<file path="config.mk">
export PLATFORM = sky130hd
export DESIGN_NAME = fpl_top
export DESIGN_NICKNAME = d
export VERILOG_FILES = /design/src/design/fpl_pkg.sv /design/src/design/fpl_tick_if.sv /design/src/design/fpl_top.sv /design/src/design/fpl_ref_path.sv /design/src/design/fpl_partial_step_count_div.sv
export SDC_FILE = /design/constraint.sdc
export NUM_CORES = 1
export LEC_CHECK = 0
export BUFFER_PORTS_ARGS = -buffer_cell sky130_fd_sc_hd__buf_4
export CORE_ASPECT_RATIO = 0.6
export CORE_MARGIN = 2
export CORE_UTILIZATION = 40
export CTS_CLUSTER_SIZE = 30
export DETAILED_ROUTE_END_ITERATION = 16
export PLACE_DENSITY = 0.59
export SETUP_SLACK_MARGIN = 0.4
export SLEW_MARGIN = 10
export SYNTH_ARGS = -nofsm -noshare
export SYNTH_HDL_FRONTEND = slang
export SYNTH_SLANG_ARGS = --single-unit
</file>
<file path="constraint.sdc">
create_clock -name clk -period 4.7 [get_ports clk]
set_input_delay 0.705 -clock clk [delete_from_list [all_inputs] [get_ports clk]]
set_output_delay 0.705 -clock clk [all_outputs]
set_load 0.02 [all_outputs]
</file>
<file path="src/design/fpl_pkg.sv">
// Shared constants and types for the fractional synthesizer fast-lock control.
package fpl_pkg;
   // ********************************************************************
   // Widths
   // ********************************************************************
   localparam int INT_W = 16;
   localparam int PARTIAL_STEP_COUNT_W = 12;
   localparam int REF_CNT_W = 5;
   localparam int TIMER_W = 12;
   localparam int CP_W = 4;
   localparam int CELL_W = 3;
   localparam int LEAD_W = 3;

   // ********************************************************************
   // Codes
   // ********************************************************************
   localparam logic [1:0] DIV_MODE_OFF = 2'h0;
   localparam logic [1:0] DIV_MODE_FASTLOCK = 2'h1;
   localparam logic [1:0] DIV_MODE_RESYNC = 2'h2;
   localparam logic [3:0] PIN_SEL_FASTLOCK = 4'hc;
   localparam logic [CP_W-1:0] CP_CURRENT_MAX = 4'hf;
   localparam logic [CELL_W-1:0] CELL_MAX = 3'h7;
   localparam logic signed [LEAD_W-1:0] SLIP_LEAD = 3'sh2;
   localparam logic signed [LEAD_W-1:0] LEAD_SAT = 3'sh3;

   // ********************************************************************
   // Reset values
   // ********************************************************************
   localparam logic [CP_W-1:0] CP_CURRENT_RST = 4'h0;
   localparam logic [TIMER_W-1:0] TIMER_RST = 12'h000;
   localparam logic [CELL_W-1:0] CELL_RST = 3'h0;
   localparam logic [REF_CNT_W-1:0] REF_CNT_RST = 5'h00;
   localparam logic [INT_W-1:0] FB_CNT_RST = 16'h0000;
   localparam logic [PARTIAL_STEP_COUNT_W-1:0] ACC_RST = 12'h000;

   typedef enum logic [1:0] {
      FPL_SLIP_IDLE,
      FPL_SLIP_RAMP_UP,
      FPL_SLIP_RAMP_DOWN
   } fpl_slip_e;
endpackage

</file>
<file path="src/design/fpl_tick_if.sv">
// Tick carrier between the divider paths and the control core.
`timescale 1ns/10ps
interface fpl_tick_if;
   logic pfd_tick;
   logic fb_tick;
   modport ref_src (output pfd_tick);
   modport fb_src (output fb_tick);
   modport core (input pfd_tick, input fb_tick);
endinterface

</file>
<file path="src/design/fpl_top.sv">
// Fast-lock control core: slip reduction cells, bandwidth switching and output pin.
`timescale 1ns/10ps
module fpl_top (
   input wire logic clk,
   input wire logic rst,
   input wire logic reference_input,
   input wire logic vco_feedback,
   input wire logic freq_write,
   input wire logic [fpl_pkg::INT_W-1:0] int_word,
   input wire logic [fpl_pkg::PARTIAL_STEP_COUNT_W-1:0] partial_step_count,
   input wire logic [fpl_pkg::PARTIAL_STEP_COUNT_W-1:0] step_denominator,
   input wire logic doubler_en,
   input wire logic halve_en,
   input wire logic [fpl_pkg::REF_CNT_W-1:0] ref_count,
   input wire logic slip_reduction_en,
   input wire logic [1:0] clk_div_mode,
   input wire logic [fpl_pkg::TIMER_W-1:0] clk_div_value,
   input wire logic [3:0] pin_select,
   input wire logic [fpl_pkg::CP_W-1:0] cp_current_set,
   output logic [fpl_pkg::CP_W-1:0] cp_current,
   output logic [fpl_pkg::CELL_W-1:0] extra_cells,
   output logic extra_cells_source,
   output logic wideband,
   output logic fastlock_switch,
   output logic selectable_output_pin_o,
   output logic selectable_output_pin_oe,
   output logic resync_pulse,
   output logic pfd_tick,
   output logic fb_tick
);
   fpl_tick_if ticks ();

   // ********************************************************************
   // Divider paths
   // ********************************************************************
   fpl_ref_path u_ref (
      .clk(clk),
      .rst(rst),
      .reference_input(reference_input),
      .doubler_en(doubler_en),
      .halve_en(halve_en),
      .ref_count(ref_count),
      .ticks(ticks.ref_src)
   );

   fpl_partial_step_count_div u_fb (
      .clk(clk),
      .rst(rst),
      .vco_feedback(vco_feedback),
      .freq_write(freq_write),
      .int_word(int_word),
      .partial_step_count(partial_step_count),
      .step_denominator(step_denominator),
      .ticks(ticks.fb_src)
   );

   // ********************************************************************
   // Cycle slip reduction
   // ********************************************************************
   // The lead counter is a coarse digital phase detector; it only needs to
   // tell a looming slip from normal jitter, so three bits are enough.
   fpl_pkg::fpl_slip_e slip_reg, slip_next;
   logic signed [fpl_pkg::LEAD_W-1:0] lead_reg, lead_next;
   logic [fpl_pkg::CELL_W-1:0] cells_reg, cells_next;
   logic source_reg, source_next;
   logic signed [fpl_pkg::LEAD_W-1:0] lead_upd;
   logic same_slip;
   logic passed;

   always_comb begin
      lead_upd = lead_reg;
      if (ticks.pfd_tick && !ticks.fb_tick && lead_reg != fpl_pkg::LEAD_SAT) begin
         lead_upd = lead_reg + 3'sh1;
      end else if (ticks.fb_tick && !ticks.pfd_tick && lead_reg != -fpl_pkg::LEAD_SAT) begin
         lead_upd = lead_reg - 3'sh1;
      end
      lead_next = lead_upd;
      slip_next = slip_reg;
      cells_next = cells_reg;
      source_next = source_reg;
      same_slip = source_reg ? (lead_upd >= fpl_pkg::SLIP_LEAD) : (lead_upd <= -fpl_pkg::SLIP_LEAD);
      passed = source_reg ? (lead_upd < 3'sh0) : (lead_upd > 3'sh0);
      if (!slip_reduction_en) begin
         slip_next = fpl_pkg::FPL_SLIP_IDLE;
         cells_next = fpl_pkg::CELL_RST;
      end else begin
         unique case (slip_reg)
            fpl_pkg::FPL_SLIP_IDLE: begin
               if (lead_upd >= fpl_pkg::SLIP_LEAD || lead_upd <= -fpl_pkg::SLIP_LEAD) begin
                  cells_next = 3'h1;
                  source_next = lead_upd > 3'sh0;
                  lead_next = 3'sh0;
                  slip_next = fpl_pkg::FPL_SLIP_RAMP_UP;
               end
            end
            fpl_pkg::FPL_SLIP_RAMP_UP: begin
               if (passed) begin
                  slip_next = fpl_pkg::FPL_SLIP_RAMP_DOWN;
               end else if (same_slip) begin
                  if (cells_reg != fpl_pkg::CELL_MAX) begin
                     cells_next = cells_reg + 3'h1;
                  end
                  lead_next = 3'sh0;
               end
            end
            fpl_pkg::FPL_SLIP_RAMP_DOWN: begin
               if (ticks.pfd_tick) begin
                  if (cells_reg > 3'h1) begin
                     cells_next = cells_reg - 3'h1;
                  end else begin
                     cells_next = fpl_pkg::CELL_RST;
                     lead_next = 3'sh0;
                     slip_next = fpl_pkg::FPL_SLIP_IDLE;
                  end
               end
            end
         endcase
      end
      if (freq_write) begin
         lead_next = 3'sh0;
      end
   end

   always_ff @(posedge clk) begin
      if (rst) begin
         slip_reg <= fpl_pkg::FPL_SLIP_IDLE;
         lead_reg <= 3'sh0;
         cells_reg <= fpl_pkg::CELL_RST;
         source_reg <= 1'b0;
      end else begin
         slip_reg <= slip_next;
         lead_reg <= lead_next;
         cells_reg <= cells_next;
         source_reg <= source_next;
      end
   end

   // ********************************************************************
   // Bandwidth switching and resync timer
   // ********************************************************************
   logic wb_reg, wb_next;
   logic [fpl_pkg::TIMER_W-1:0] timer_reg, timer_next;
   logic [fpl_pkg::TIMER_W-1:0] rs_div_reg, rs_div_next;
   logic [fpl_pkg::PARTIAL_STEP_COUNT_W-1:0] rs_mod_reg, rs_mod_next;
   logic [1:0] rs_seen_reg, rs_seen_next;
   logic rs_pulse_reg, rs_pulse_next;
   logic rs_sync;

   always_comb begin
      wb_next = wb_reg;
      timer_next = timer_reg;
      // A write in the same cycle as the last tick wins, so a reload is never lost.
      // start timer, boost and switch
      if (freq_write && clk_div_mode == fpl_pkg::DIV_MODE_FASTLOCK && clk_div_value != 12'h000) begin
         wb_next = 1'b1;
         timer_next = clk_div_value;
      end else if (wb_reg && ticks.pfd_tick) begin
         if (timer_reg == 12'h001) begin
            wb_next = 1'b0;
            timer_next = fpl_pkg::TIMER_RST;
         end else begin
            timer_next = timer_reg - 12'h001;
         end
      end
   end

   // Sync ticks come every divider value times modulus detector cycles; the
   // second one after a frequency write is the one that realigns phase.
   always_comb begin
      rs_div_next = rs_div_reg;
      rs_mod_next = rs_mod_reg;
      rs_seen_next = rs_seen_reg;
      rs_pulse_next = 1'b0;
      rs_sync = 1'b0;
      if (clk_div_mode != fpl_pkg::DIV_MODE_RESYNC || freq_write) begin
         rs_div_next = fpl_pkg::TIMER_RST;
         rs_mod_next = fpl_pkg::ACC_RST;
         rs_seen_next = {1'b0, clk_div_mode == fpl_pkg::DIV_MODE_RESYNC};
      end else if (ticks.pfd_tick) begin
         if (rs_mod_reg + 12'h001 >= step_denominator) begin
            rs_mod_next = fpl_pkg::ACC_RST;
            if (rs_div_reg + 12'h001 >= clk_div_value) begin
               rs_div_next = fpl_pkg::TIMER_RST;
               rs_sync = 1'b1;
            end else begin
               rs_div_next = rs_div_reg + 12'h001;
            end
         end else begin
            rs_mod_next = rs_mod_reg + 12'h001;
         end
      end
      if (rs_sync && rs_seen_reg != 2'h0) begin
         rs_seen_next = rs_seen_reg + 2'h1;
         rs_pulse_next = rs_seen_reg == 2'h2;
         if (rs_seen_reg == 2'h2) begin
            rs_seen_next = 2'h0;
         end
      end
   end

   always_ff @(posedge clk) begin
      if (rst) begin
         wb_reg <= 1'b0;
         timer_reg <= fpl_pkg::TIMER_RST;
      end else begin
         wb_reg <= wb_next;
         timer_reg <= timer_next;
      end
   end

   always_ff @(posedge clk) begin
      if (rst) begin
         rs_div_reg <= fpl_pkg::TIMER_RST;
         rs_mod_reg <= fpl_pkg::ACC_RST;
         rs_seen_reg <= 2'h0;
         rs_pulse_reg <= 1'b0;
      end else begin
         rs_div_reg <= rs_div_next;
         rs_mod_reg <= rs_mod_next;
         rs_seen_reg <= rs_seen_next;
         rs_pulse_reg <= rs_pulse_next;
      end
   end

   // ********************************************************************
   // Output registers
   // ********************************************************************
   logic [fpl_pkg::CP_W-1:0] cp_reg, cp_next;
   logic sw_reg, sw_next;
   logic pfd_reg, pfd_next;
   logic fb_reg, fb_next;

   always_comb begin
      cp_next = wb_next ? fpl_pkg::CP_CURRENT_MAX : cp_current_set;
      sw_next = wb_next && pin_select == fpl_pkg::PIN_SEL_FASTLOCK;
      // Tick copies pass a flip-flop so every output except the constant selectable_output_pin_o leaves a register.
      pfd_next = ticks.pfd_tick;
      fb_next = ticks.fb_tick;
   end

   always_ff @(posedge clk) begin
      if (rst) begin
         cp_reg <= fpl_pkg::CP_CURRENT_RST;
         sw_reg <= 1'b0;
         pfd_reg <= 1'b0;
         fb_reg <= 1'b0;
      end else begin
         cp_reg <= cp_next;
         sw_reg <= sw_next;
         pfd_reg <= pfd_next;
         fb_reg <= fb_next;
      end
   end

   // The closed switch pulls the pin to ground, so it drives low only.
   assign cp_current = cp_reg;
   assign extra_cells = cells_reg;
   assign extra_cells_source = source_reg;
   assign wideband = wb_reg;
   assign fastlock_switch = sw_reg;
   assign selectable_output_pin_o = 1'b0;
   assign selectable_output_pin_oe = sw_reg;
   assign resync_pulse = rs_pulse_reg;
   assign pfd_tick = pfd_reg;
   assign fb_tick = fb_reg;
endmodule

</file>
<file path="src/design/fpl_ref_path.sv">
// Reference path: doubler, 5-bit reference counter and divide-by-two.
`timescale 1ns/10ps
module fpl_ref_path (
   input wire logic clk,
   input wire logic rst,
   input wire logic reference_input,
   input wire logic doubler_en,
   input wire logic halve_en,
   input wire logic [fpl_pkg::REF_CNT_W-1:0] ref_count,
   fpl_tick_if.ref_src ticks
);
   logic sync1_reg, sync1_next;
   logic sync2_reg, sync2_next;
   logic last_reg, last_next;
   logic [fpl_pkg::REF_CNT_W-1:0] cnt_reg, cnt_next;
   logic half_reg, half_next;
   logic tick_reg, tick_next;
   logic edge_hit;
   logic div_hit;

   // ********************************************************************
   // Division
   // ********************************************************************
   always_comb begin
      sync1_next = reference_input;
      sync2_next = sync1_reg;
      last_next = sync2_reg;
      edge_hit = (sync2_reg & ~last_reg) | (doubler_en & ~sync2_reg & last_reg);
      cnt_next = cnt_reg;
      div_hit = 1'b0;
      if (edge_hit) begin
         if (cnt_reg + 5'h01 >= ref_count) begin
            cnt_next = fpl_pkg::REF_CNT_RST;
            div_hit = 1'b1;
         end else begin
            cnt_next = cnt_reg + 5'h01;
         end
      end
      half_next = half_reg ^ (div_hit & halve_en);
      tick_next = div_hit & (~halve_en | half_reg);
   end

   always_ff @(posedge clk) begin
      if (rst) begin
         sync1_reg <= 1'b0;
         sync2_reg <= 1'b0;
         last_reg <= 1'b0;
         cnt_reg <= fpl_pkg::REF_CNT_RST;
         half_reg <= 1'b0;
         tick_reg <= 1'b0;
      end else begin
         sync1_reg <= sync1_next;
         sync2_reg <= sync2_next;
         last_reg <= last_next;
         cnt_reg <= cnt_next;
         half_reg <= half_next;
         tick_reg <= tick_next;
      end
   end

   assign ticks.pfd_tick = tick_reg;
endmodule

</file>
<file path="src/design/fpl_partial_step_count_div.sv">
// Fractional feedback divider: integer count plus accumulator carry.
`timescale 1ns/10ps
module fpl_partial_step_count_div (
   input wire logic clk,
   input wire logic rst,
   input wire logic vco_feedback,
   input wire logic freq_write,
   input wire logic [fpl_pkg::INT_W-1:0] int_word,
   input wire logic [fpl_pkg::PARTIAL_STEP_COUNT_W-1:0] partial_step_count,
   input wire logic [fpl_pkg::PARTIAL_STEP_COUNT_W-1:0] step_denominator,
   fpl_tick_if.fb_src ticks
);
   logic sync1_reg, sync1_next;
   logic sync2_reg, sync2_next;
   logic last_reg, last_next;
   logic [fpl_pkg::INT_W-1:0] cnt_reg, cnt_next;
   logic [fpl_pkg::PARTIAL_STEP_COUNT_W-1:0] acc_reg, acc_next;
   logic extra_reg, extra_next;
   logic tick_reg, tick_next;
   logic [fpl_pkg::PARTIAL_STEP_COUNT_W:0] acc_sum;
   logic [fpl_pkg::INT_W:0] target;

   // ********************************************************************
   // Division by int plus fraction
   // ********************************************************************
   always_comb begin
      sync1_next = vco_feedback;
      sync2_next = sync1_reg;
      last_next = sync2_reg;
      cnt_next = cnt_reg;
      acc_next = acc_reg;
      extra_next = extra_reg;
      tick_next = 1'b0;
      acc_sum = {1'b0, acc_reg} + {1'b0, partial_step_count};
      target = {1'b0, int_word} + {16'h0000, extra_reg};
      if (freq_write) begin
         cnt_next = fpl_pkg::FB_CNT_RST;
         acc_next = fpl_pkg::ACC_RST;
         extra_next = 1'b0;
      end else if (sync2_reg & ~last_reg) begin
         // ratio int plus fraction over modulus
         if ({1'b0, cnt_reg} + 17'h00001 >= target) begin
            cnt_next = fpl_pkg::FB_CNT_RST;
            tick_next = 1'b1;
            if (acc_sum >= {1'b0, step_denominator}) begin
               acc_next = acc_sum[fpl_pkg::PARTIAL_STEP_COUNT_W-1:0] - step_denominator;
               extra_next = 1'b1;
            end else begin
               acc_next = acc_sum[fpl_pkg::PARTIAL_STEP_COUNT_W-1:0];
               extra_next = 1'b0;
            end
         end else begin
            cnt_next = cnt_reg + 16'h0001;
         end
      end
   end

   always_ff @(posedge clk) begin
      if (rst) begin
         sync1_reg <= 1'b0;
         sync2_reg <= 1'b0;
         last_reg <= 1'b0;
         cnt_reg <= fpl_pkg::FB_CNT_RST;
         acc_reg <= fpl_pkg::ACC_RST;
         extra_reg <= 1'b0;
         tick_reg <= 1'b0;
      end else begin
         sync1_reg <= sync1_next;
         sync2_reg <= sync2_next;
         last_reg <= last_next;
         cnt_reg <= cnt_next;
         acc_reg <= acc_next;
         extra_reg <= extra_next;
         tick_reg <= tick_next;
      end
   end

   assign ticks.fb_tick = tick_reg;
endmodule

</file>
; Word level (Yosys, flattened, before mapping)
; Index checks and enable logic that the tools add are counted.
[totals]
out_inout_bits = 15
wordCells = 159
regBits = 99
in_bits = 75
[classes]
order_cmp = 10
eq_ne = 18
n_bitwise = 16
muxes = 46
reduce_logical = 28
n_addsub = 14
[ops]
columns = op, n
row1 = 12-bit two-way mux, 6
row2 = 3-bit two-way mux, 14
row3 = 12-bit by 1-bit adder with 12-bit output (second input constant), 2
row4 = 12-bit greater-or-equal comparator, 2
row5 = 3-bit one-hot mux with 3 select lines, 2
row6 = 16-bit by 1-bit adder with 17-bit output, 1
row7 = 16-bit by 1-bit adder with 17-bit output (second input constant), 1
row8 = 17-bit greater-or-equal comparator, 1
row9 = 16-bit by 1-bit adder with 16-bit output (second input constant), 1
row10 = 16-bit two-way mux, 1
row11 = 2-bit two-way mux, 7
row12 = 2-bit != test (second input constant), 7
row13 = 12-bit by 12-bit adder with 13-bit output, 1
row14 = 13-bit by 12-bit greater-or-equal comparator with 1-bit output, 1
row15 = 1-bit two-way mux, 13
row16 = 12-bit by 1-bit equality test with 1-bit output (second input constant), 1
row17 = 12-bit nonzero test, 1
row18 = 12-bit by 1-bit subtractor with 12-bit output (second input constant), 1
row19 = 12-bit subtractor, 1
row20 = 1-bit logical AND, 9
row21 = 3-bit != test (second input constant), 3
row22 = 2-bit OR reduction, 4
row23 = 1-bit inverter, 7
row24 = 1-bit AND, 6
row25 = 29 further kinds, 39

; Logic depth before layout (Yosys ltp)
; Gate-level depths: netlist (run 1).
[logic_depth]
ltp_word = 11
mapped_depth = 18
ltp_nobuf = 16

; Hierarchy
; A second synthesis (run 1) with hierarchy kept.
[hier_totals]
hier_cells = 1007
hier_area_um2 = 7947.6
[by_module_without_submodules]
columns = module, n_inst, seq_area_each_um2, area_each_um2, cells_each
row1 = fpl_top, 1, 1121.1, 3925.0, 507
row2 = fpl_partial_step_count_div, 1, 660.6, 3385.7, 434
row3 = fpl_ref_path, 1, 200.2, 636.9, 66

; Worst setup path after synthesis (run 1)
; No wires, ideal clock.
[synth_path]
path_kind = in2reg
startpoint = in partial_step_count[4] (netlist name)
endpoint = reg u_fb.acc_reg[11] (netlist name)
required_time_ps = 4573
arrival_ps = 3556
slack_ps = 1017
setup_ps = 127
n_path_buf = 2
stages = 15
cell_sequence = ha_1 > or3_1 > o22a_1 > a31o_2 > a31oi_1 > xnor2_1 > ha_1 > buf_1 > nand3_1 > o21bai_1 > and3_1 > o311ai_4 > buf_8 > mux2i_1 > o21ai_1
[synth_between]
elab_chain_len = 3
word_cells_on_any_way = 4
classes_between = add/sub: 2 / order compare: 1 / mux: 1
[synth_rtl]
columns = item, line
row1 = from (decl), fpl_top.sv:10  ; input wire logic [fpl_pkg::PARTIAL_STEP_COUNT_W-1:0] partial_step_count,
row2 = 12-bit by 12-bit adder with 13-bit output *, fpl_partial_step_count_div.sv:34  ; acc_sum = {1'b0, acc_reg} + {1'b0, partial_step_count};
row3 = 12-bit subtractor or 13-bit by 12-bit greater-or-equal comparator with 1-bit output (tied branches), "fpl_partial_step_count_div.sv:46, fpl_partial_step_count_div.sv:45"
row4 = 12-bit two-way mux *, fpl_partial_step_count_div.sv:45  ; if (acc_sum >= {1'b0, step_denominator}) begin
row5 = to (signal assigned), fpl_partial_step_count_div.sv:64  ; acc_reg <= fpl_pkg::ACC_RST;
row6 = to (signal assigned), fpl_partial_step_count_div.sv:72  ; acc_reg <= acc_next;
row7 = to (decl), fpl_partial_step_count_div.sv:17  ; logic [fpl_pkg::PARTIAL_STEP_COUNT_W-1:0] acc_reg, acc_next;
; Every way passes the cells marked *; elsewhere a longest branch is shown, timed or not.
; A chain may end at the register's enable or synchronous reset.

; Worst setup path in the final report (run 1)
[layout_path]
startpoint = in partial_step_count[2] (netlist name)
endpoint = reg u_fb.acc_reg[10] (netlist name)
; Same word-level chain as after synthesis.

==> results of run 1 <==
metrics by stage:
step / power (mW) / hold WS [ps] / setup WS, ps / instance area, µm²
6_report: 1.92 / 449 / 720 / 8900
5_1_grt: 2.02 / 469 / 415 / 8900
4_1_cts: 1.94 / 449 / 753 / 8900
3_5_place_dp: 1.19 / 442 / 367 / 8610
3_3_place_gp: 1.20 / 439 / 407 / 8610
2_1_floorplan: 1.09 / 414 / 1020 / 7780
worst max-delay path, delay by kind of cell:
| kind | cells | cell delay, ps |
|---|---|---|
| adders and majority gates | 2 | 740 |
| and+or+nand+nor | 2 | 370 |
| AOI/OAI and AO/OA | 6 | 2190 |
| xor gates and xnor gates | 1 | 120 |
| buffers and inverters | 1 | 110 |
worst paths after layout:
check                        start          endpoint  slack (ps)  cells after the start
max reg2reg        u_fb.acc_reg[0]  u_fb.acc_reg[10]         830                     13
min reg2reg         u_fb.sync1_reg    u_fb.last_next         450                      1
max          partial_step_count[2]  u_fb.acc_reg[10]         720                     12
min                 u_fb.sync1_reg    u_fb.last_next         450                      1
cells in the final DEF (no fill, tap or decap), drive strengths merged, types with 12 or more instances in the layout:
cell type / netlist / final
dfxtp: 99 / 99
buf: 10 / 91
nand2: 88 / 88
ha: 88 / 88
nor2: 79 / 79
o21ai: 67 / 67
a21oi: 65 / 65
inv: 60 / 62
xnor2: 50 / 50
nand3: 47 / 47
xor2: 28 / 28
nor3: 24 / 24
nor4: 18 / 18
and3: 17 / 17
nor2b: 17 / 17
mux2i: 17 / 17
nand3b: 14 / 14
o21a: 13 / 13
nand4: 12 / 12
a211oi: 12 / 12
power by group through the flow:
stage,Sequential (mW),Clock [mW],Combinational (mW)
6_report,0.859,0.745,0.319
5_1_grt,0.861,0.797,0.357
4_1_cts,0.859,0.766,0.319
3_5_place_dp,0.878,0,0.317
3_3_place_gp,0.878,0,0.318
2_1_floorplan,0.881,0,0.206
layer usage:
layer	up-vias	part of all wire, %	track usage, %
li1	3656	-	-
met1	3111	58	30.0
met2	125	37	24.4
met3	9	5.0	3.86
met4	0	0.74	3.79
met5	-	0	0
final cells by class:
type / instances / area share, %
clock inverters: 6 / 0.548
repair buffers: 91 / 7.67
inverters: 60 / 2.53
clock buffers: 10 / 2.68
flip-flops and latches: 99 / 22.3
well taps: 246 / 3.46
multi-input cells: 788 / 60.8
kinds of logic (layout without fill, tap and decap cells):
kind of cell,after synthesis,in the layout,synth area share (%)
other,1,1,0.0482
multiplexers,18,18,2.33
AND/OR/NAND/NOR,367,367,23.9
XOR/XNOR,78,78,8.78
AO/OA/AOI/OAI,234,234,19.8
flip-flops,99,99,25.5
buffers and inverters,97,167,4.98
adder cells (fa/ha/maj),90,90,14.7
==> results_dict.tcl, run 1 <==
set metrics [dict create \
    status "finished, final reports clean" \
    seqCellArea_mm2 0.00198 \
    vias 6901 \
    worst_ep_arrival_time_ps 4230 \
    cts_setup_buffers 0 \
    grtUsageTotal_pct 18.5 \
    cts_sinks 99 \
    ys.flop_type "dfxtp_1" \
    relSlewSlack_pct 30.7 \
    yosysSeqAreaShare_pct 25.5 \
    skew_ps 8.01 \
    criticalPathCategory "primary input to flop" \
    end_kind "flop" \
    swShare_pct 28.5 \
    largest_reg_flops 16 \
    finalSetupViolCount 0 \
    crit_slowest_cell "o311ai_4" \
    rsz0062_at_grt "false" \
    first_pass_iters 5 \
    dieArea_mm2 0.0206 \
    io-pin-count 90 \
    numCtsBuffers 9 \
    cts_hold_buf 0 \
    finalCriticalPeriod_ps 3980 \
    synth_edf_count 0 \
    num-nets-final 1214 \
    multiInputGateArea_mm2 0.00542 \
    gpl.final_weighted_congestion 0.902 \
    cp.required_ps 4950 \
    cp-start-kind "primary input" \
    dp.cells 1284 \
    fillers 1898 \
    synth_common_cells "dfxtp_1, ha_1, nand2_1" \
    final_cells 1300 \
    p_int_mw 1.38 \
    wl_per_cell_um 14.3 \
    final-max-slew-violation-count 0 \
    period_share_pct 84.7 \
    routed_wl_um 18600 \
    vdd_drop_max_uv 163 \
    start_util_pct 40.9 \
    maxCapViolCount 0 \
    crit_chain "buf_4, ha_1, o21ai_0, o21ai_0, a31o_2, a31oi_1, xnor2_1, ha_1, nand3_1, o311ai_4, nand4_1, a32o_1" \
    n_antenna_cell 0 \
    synthToLayoutAreaGrowth_pct 14.4 \
    yosysUniqueCellTypes 71 \
    post_cts_resized 0 \
    synth_nets 1149 \
    p_seq_share_pct 44.7 \
    antenna_found_initial 0 \
    yosys_warnings 0 \
    pwr-share-clk_pct 38.7 \
    setup-tns-final_ps 0 \
    power_leakage_nw 3.83 \
    via_per_inst 5.31 \
    cts_root_buffer "clkbuf_16" \
    ys_seq_elements 99 \
    drive_above_1_share_pct 13.2 \
    fp.dieH_um 112 \
    yosysMostFrequentCell "dfxtp_1" \
    synthArstFlopShare_pct 0 \
    syn_inst 984 \
    dp_hpwl_um 14100 \
    cts.clk_slew.worst_paths_ps 70 \
    max_stage_delay_ps 840 \
    grt_first_pass_wirelength_um 31300 \
    worst-path-max-fanout 14 \
    synth_top_cell_area_share_pct 25.5 \
    powerDensity_mw_per_mm2 216 \
    hold_class "flop to flop" \
    grt_pass1_vias 6190 \
    p_sw_mw 0.547 \
    ant_nets 0 \
    clk_path_buf_depth 2 \
    p_comb_share_pct 16.6 \
    max_slew.worst_pin.slew_ps 1040 \
    avgSynthCellArea_um2 7.91 \
    fp.coreArea_mm2 0.0190 \
    synth_area_leader_cell "dfxtp_1" \
    worstSkewPairLatency_ps 360 \
    num_rows 39 \
    drcViolationCount 0 \
    die_x_um 184 \
    cts_tree "built" \
    syn_area_mm2 0.00778 \
    grt_max_degree 35 \
    fmax_mhz 251 \
    drt_iter0_markers 500 \
    cts_max_level 3 \
    ys_top_cells_by_area "dfxtp_1, ha_1, xnor2_1" \
    io_buffers 88 \
    hold_violations 0 \
    grt_overflow_total 0 \
    fin_util_pct 46.8 \
]
(Power assumes the default switching activity.)
==> run 2: changes to the inputs <==
PLACE_DENSITY = 0.61   (was 0.59)
clock period = 3.27 ns   (was 4.7 ns; I/O delays follow)
==> results_dict.tcl, run 2 (synthesis gave the netlist of run 1 again) <==
set metrics [dict create \
    status "finished with violations" \
    violations "negative setup slack" \
    cts.clk_slew.worst_paths_ps 70 \
    drt_iter0_markers 572 \
    fp.dieH_um 112 \
    antenna_found_initial 0 \
    gpl.final_weighted_congestion 0.876 \
    fillers 1748 \
    layout_commonest_cell "buf_4" \
    cts_root_buffer "clkbuf_16" \
    r2r_end "u_fb.acc_reg[4]" \
    period_share_pct 104 \
    grt_first_pass_wirelength_um 35100 \
    setup-tns-final_ps -1290 \
    min_to "fastlock_switch" \
    largest_reg_flops 16 \
    pwr-share-clk_pct 38.0 \
    drcViolationCount 0 \
    cts_tree "built" \
    dp_hpwl_um 15700 \
    relSlewSlack_pct 37.9 \
    hold_depth 2 \
    max_slew.worst_pin.slew_ps 929 \
    first_pass_iters 6 \
    drive_above_1_share_pct 29.9 \
    wl_per_cell_um 15.1 \
    grtUsageTotal_pct 21.0 \
    fin_util_pct 55.0 \
    p_comb_share_pct 19.5 \
    design_area_mm2 0.0105 \
    die_x_um 184 \
    critPathBufInv 3 \
    criticalPathCategory "flop to flop" \
    finalPower_mw 2.89 \
    grt_pass1_vias 6996 \
    crit_chain "ha_4, inv_2, fa_2, nor2b_2, o31a_1, buf_4, o21a_1, nor2_1, xnor2_1, ha_1, nand4_1, nor3_2, o21bai_1, and3_4, o311ai_4, clkbuf_16, mux2i_1, o21ai_1" \
    vdd_drop_max_uv 254 \
    worst_ep_arrival_time_ps 3650 \
    seqCellArea_mm2 0.00202 \
    cts_sinks 99 \
    num_rows 39 \
    hold_start "pin_select[1]" \
    n_antenna_cell 0 \
    fin_ws_ps -129 \
    path_delay_family "adder cells" \
    clk_path_buf_depth 2 \
    wl_met2_um 8480 \
    dp.cells 1370 \
    rsz0062_at_grt "true" \
    numCtsBuffers 9 \
    cp.required_ps 3520 \
    final-max-slew-violation-count 0 \
    hold_violations 0 \
    reg2reg_slack_ps -130 \
    layout_common_cells "buf_4, nand2_1, dfxtp_1, ha_1, nor2_1" \
    p_int_mw 2.08 \
    finalSetupViolCount 12 \
    maxCapViolCount 0 \
    r2r_cells 18 \
    synthToLayoutAreaGrowth_pct 34.6 \
    r2r_start "u_fb.acc_reg[0]" \
    max_stage_delay_ps 360 \
    fp.coreArea_mm2 0.0190 \
    power_leakage_nw 4.55 \
    powerDensity_mw_per_mm2 276 \
    num-nets-final 1337 \
    hold_class "primary input to flop" \
    worstSkewPairLatency_ps 370 \
    via_per_inst 5.36 \
    io_buffers 88 \
    pre_cts_ws_ps -344 \
    grt_overflow_total 0 \
    met1_length_um 11500 \
    end_kind "flop" \
    swShare_pct 28.0 \
    skew_ps 10.3 \
    final_cells 1423 \
    crit_slowest_cell "dfxtp_4" \
    multiInputGateArea_mm2 0.00588 \
    p_sw_mw 0.809 \
    cp-start-kind "flop" \
    top_layer_used "met4" \
    start_util_pct 40.9 \
    place_area_mm2 0.00945 \
    fmax_mhz 294 \
    routed_wl_um 21500 \
    cts_max_level 3 \
    cts_hold_buf 0 \
    vias 7627 \
    io-pin-count 90 \
    dieArea_mm2 0.0206 \
    ant_nets 0 \
    p_seq_share_pct 42.5 \
    grt_max_degree 35 \
    hold_slack_ps 282 \
    worst-path-max-fanout 6 \
    met3WireLength_um 1390 \
    finalCriticalPeriod_ps 3400 \
]
## run 2: routing by layer
layer | GRT usage [%] | vias up
met1 | 33.4 | 3493
li1 | - | 3911
met4 | 3.79 | 0
met2 | 28.9 | 213
met5 | 0 | -
met3 | 3.99 | 10
## run 2: worst reg2reg max path, delay by kind of cell, from the launching register on
kind / cells / cell delay (ps)
AOI/OAI and AO/OA: 5 / 620
xor gates and xnor gates: 1 / 140
adders and majority gates: 3 / 810
buffers and inverters: 3 / 440
DFF: 1 / 360
muxes: 1 / 190
and+or+nand+nor: 5 / 730
## run 2: worst max path at each step
stage / end / from / slack (ps) / depth (start not counted)
after CTS: u_fb.acc_reg[0] / u_fb.acc_reg[0] / -80 / 17
after floorplan: u_fb.acc_reg[10] / partial_step_count[0] / -40 / 16
final: u_fb.acc_reg[4] / u_fb.acc_reg[0] / -130 / 18
after detailed placement: u_fb.acc_reg[0] / partial_step_count[0] / -340 / 18
after global routing: u_fb.acc_reg[11] / u_fb.acc_reg[0] / -280 / 19
after global placement: u_fb.acc_reg[0] / partial_step_count[0] / -270 / 18
## run 2: area by class of cell
class | count | share of cell area [%]
clock buffers | 13 | 2.58
clock inverters | 3 | 0.275
inverters | 60 | 2.15
multi-input cells | 789 | 56.2
flip-flops and latches | 99 | 19.3
well taps | 246 | 2.94
repair buffers | 213 | 16.6
## run 2: what timing repair did
item / 4_1_cts / 5_1_grt
buffers inserted: 14 / 20
cloned: 3 / 0
pin swaps: 44 / 52
setup endpoints to repair: 47 / 48
resized for setup: 54 / 56
## run 2: power by group through the flow
stage	clock network (mW)	logic [mW]	registers [mW]
floorplan	0	0.304	1.27
global placement	0	0.518	1.26
detailed placement	0	0.521	1.26
CTS	1.13	0.550	1.23
finish	1.10	0.563	1.23
global route	1.19	0.615	1.23
==> run 3: changes to the inputs <==
MAX_ROUTING_LAYER = met4   (was unset)
==> results_dict.tcl, run 3 (synthesis gave the netlist of run 1 again) <==
set metrics [dict create \
    criticalPathCategory "flop to flop" \
    design_area_mm2 0.0105 \
    fin_ws_ps -132 \
    violations "negative setup slack" \
    crit_slowest_cell "dfxtp_4" \
    cp.required_ps 3520 \
    place_area_mm2 0.00945 \
    max_stage_delay_ps 360 \
    relSlewSlack_pct 39.1 \
    hold_class "primary input to flop" \
    critPathBufInv 3 \
    cts_tree "built" \
    cts_root_buffer "clkbuf_16" \
    grt_first_pass_wirelength_um 35100 \
    wl_per_cell_um 15.1 \
    final-max-slew-violation-count 0 \
    drcViolationCount 0 \
    grt_overflow_total 0 \
    num_rows 39 \
    worstSkewPairLatency_ps 370 \
    layout_commonest_cell "buf_4" \
    io-pin-count 90 \
    cts.clk_slew.worst_paths_ps 70 \
    finalCriticalPeriod_ps 3400 \
    dieArea_mm2 0.0206 \
    fmax_mhz 294 \
    n_antenna_cell 0 \
    io_buffers 88 \
    synthToLayoutAreaGrowth_pct 34.6 \
    cts_max_level 3 \
    antenna_found_initial 0 \
    largest_reg_flops 16 \
    gpl.final_weighted_congestion 0.890 \
    cp-start-kind "flop" \
    power_leakage_nw 4.55 \
    ant_nets 0 \
    drt_iter0_markers 601 \
    finalPower_mw 2.89 \
    numCtsBuffers 9 \
    num-nets-final 1337 \
    grt_max_degree 35 \
    vias 7623 \
    status "finished with violations" \
    fillers 1747 \
    crit_chain "ha_4, inv_2, fa_2, nor2b_2, o31a_1, buf_4, o21a_1, nor2_1, xnor2_1, ha_1, nand4_1, nor3_2, o21bai_1, and3_4, o311ai_4, clkbuf_16, mux2i_1, o21ai_1" \
    hold_violations 0 \
    period_share_pct 104 \
    worst_ep_arrival_time_ps 3650 \
    grtUsageTotal_pct 21.6 \
    drive_above_1_share_pct 29.9 \
    dp_hpwl_um 15700 \
    finalSetupViolCount 12 \
    vdd_drop_max_uv 255 \
    path_delay_family "adder cells" \
    skew_ps 9.57 \
    cts_sinks 99 \
    first_pass_iters 6 \
    die_x_um 184 \
    routed_wl_um 21500 \
    fp.coreArea_mm2 0.0190 \
    layout_common_cells "buf_4, nand2_1, dfxtp_1, ha_1, nor2_1" \
    powerDensity_mw_per_mm2 276 \
    grt_pass1_vias 6995 \
    end_kind "flop" \
    fp.dieH_um 112 \
    worst-path-max-fanout 6 \
    rsz0062_at_grt "true" \
    via_per_inst 5.36 \
    max_slew.worst_pin.slew_ps 912 \
    start_util_pct 40.9 \
    clk_path_buf_depth 2 \
    maxCapViolCount 0 \
]
run 3: cell counts in the layout (fill, tap and decap cells not counted):
No cell type changed its count.
run 3: timing repair:
item                       CTS  global route
gates cloned                 3             0
hold endpoints to repair     0             0
setup buffers               14            20
pin swaps                   44            53
setup endpoints to repair   47            48
hold buffers                 0             0
gates resized for setup     54            57
run 3: routing by layer:
| metal | wire (µm) | share of wire, % | GRT usage (%) |
|---|---|---|---|
| met5 | 0 | 0 | - |
| met4 | 104 | 0.48 | 3.79 |
| met3 | 1260 | 5.9 | 3.70 |
| met2 | 8500 | 40 | 28.9 |
| met1 | 11600 | 54 | 33.7 |
run 3: power by group:
part	total [mW]	switching, mW	internal, mW
Combinational	0.564	0.288	0.276
Sequential	1.23	0.0127	1.22
Clock	1.10	0.509	0.590
run 3: cell type report:
| cell class | instances | area, µm² | area share, % |
|---|---|---|---|
| repair buffers | 213 | 1740 | 16.6 |
| well taps | 246 | 308 | 2.94 |
| flip-flops and latches | 99 | 2020 | 19.2 |
| multi-input cells | 789 | 5890 | 56.2 |
| clock inverters | 3 | 28.8 | 0.275 |
| clock buffers | 13 | 270 | 2.58 |
| inverters | 60 | 225 | 2.15 |
run 3: worst paths after layout:
path	cells past startpoint	slack, ps	startpoint	endpoint
max	18	-130	u_fb.acc_reg[0]	u_fb.acc_reg[4]
min	2	280	pin_select[1]	fastlock_switch
min reg2reg	2	450	u_fb.acc_reg[11]	u_fb.acc_reg[11]
max reg2reg	18	-130	u_fb.acc_reg[0]	u_fb.acc_reg[4]
run 3: per-stage QoR:
stage	setup slack, ps	setup TNS [ps]	std cells	hold slack [ps]	utilization [%]
final	-132	-1320	1423	281	55.1
after global routing	-280	-3100	1423	277	55.1
after CTS	-84.2	-588	1403	268	53.1
after detailed placement	-344	-3720	1370	435	49.7
after global placement	-265	-2590	1370	435	49.7
after floorplan	-43.5	-43.5	984	414	-
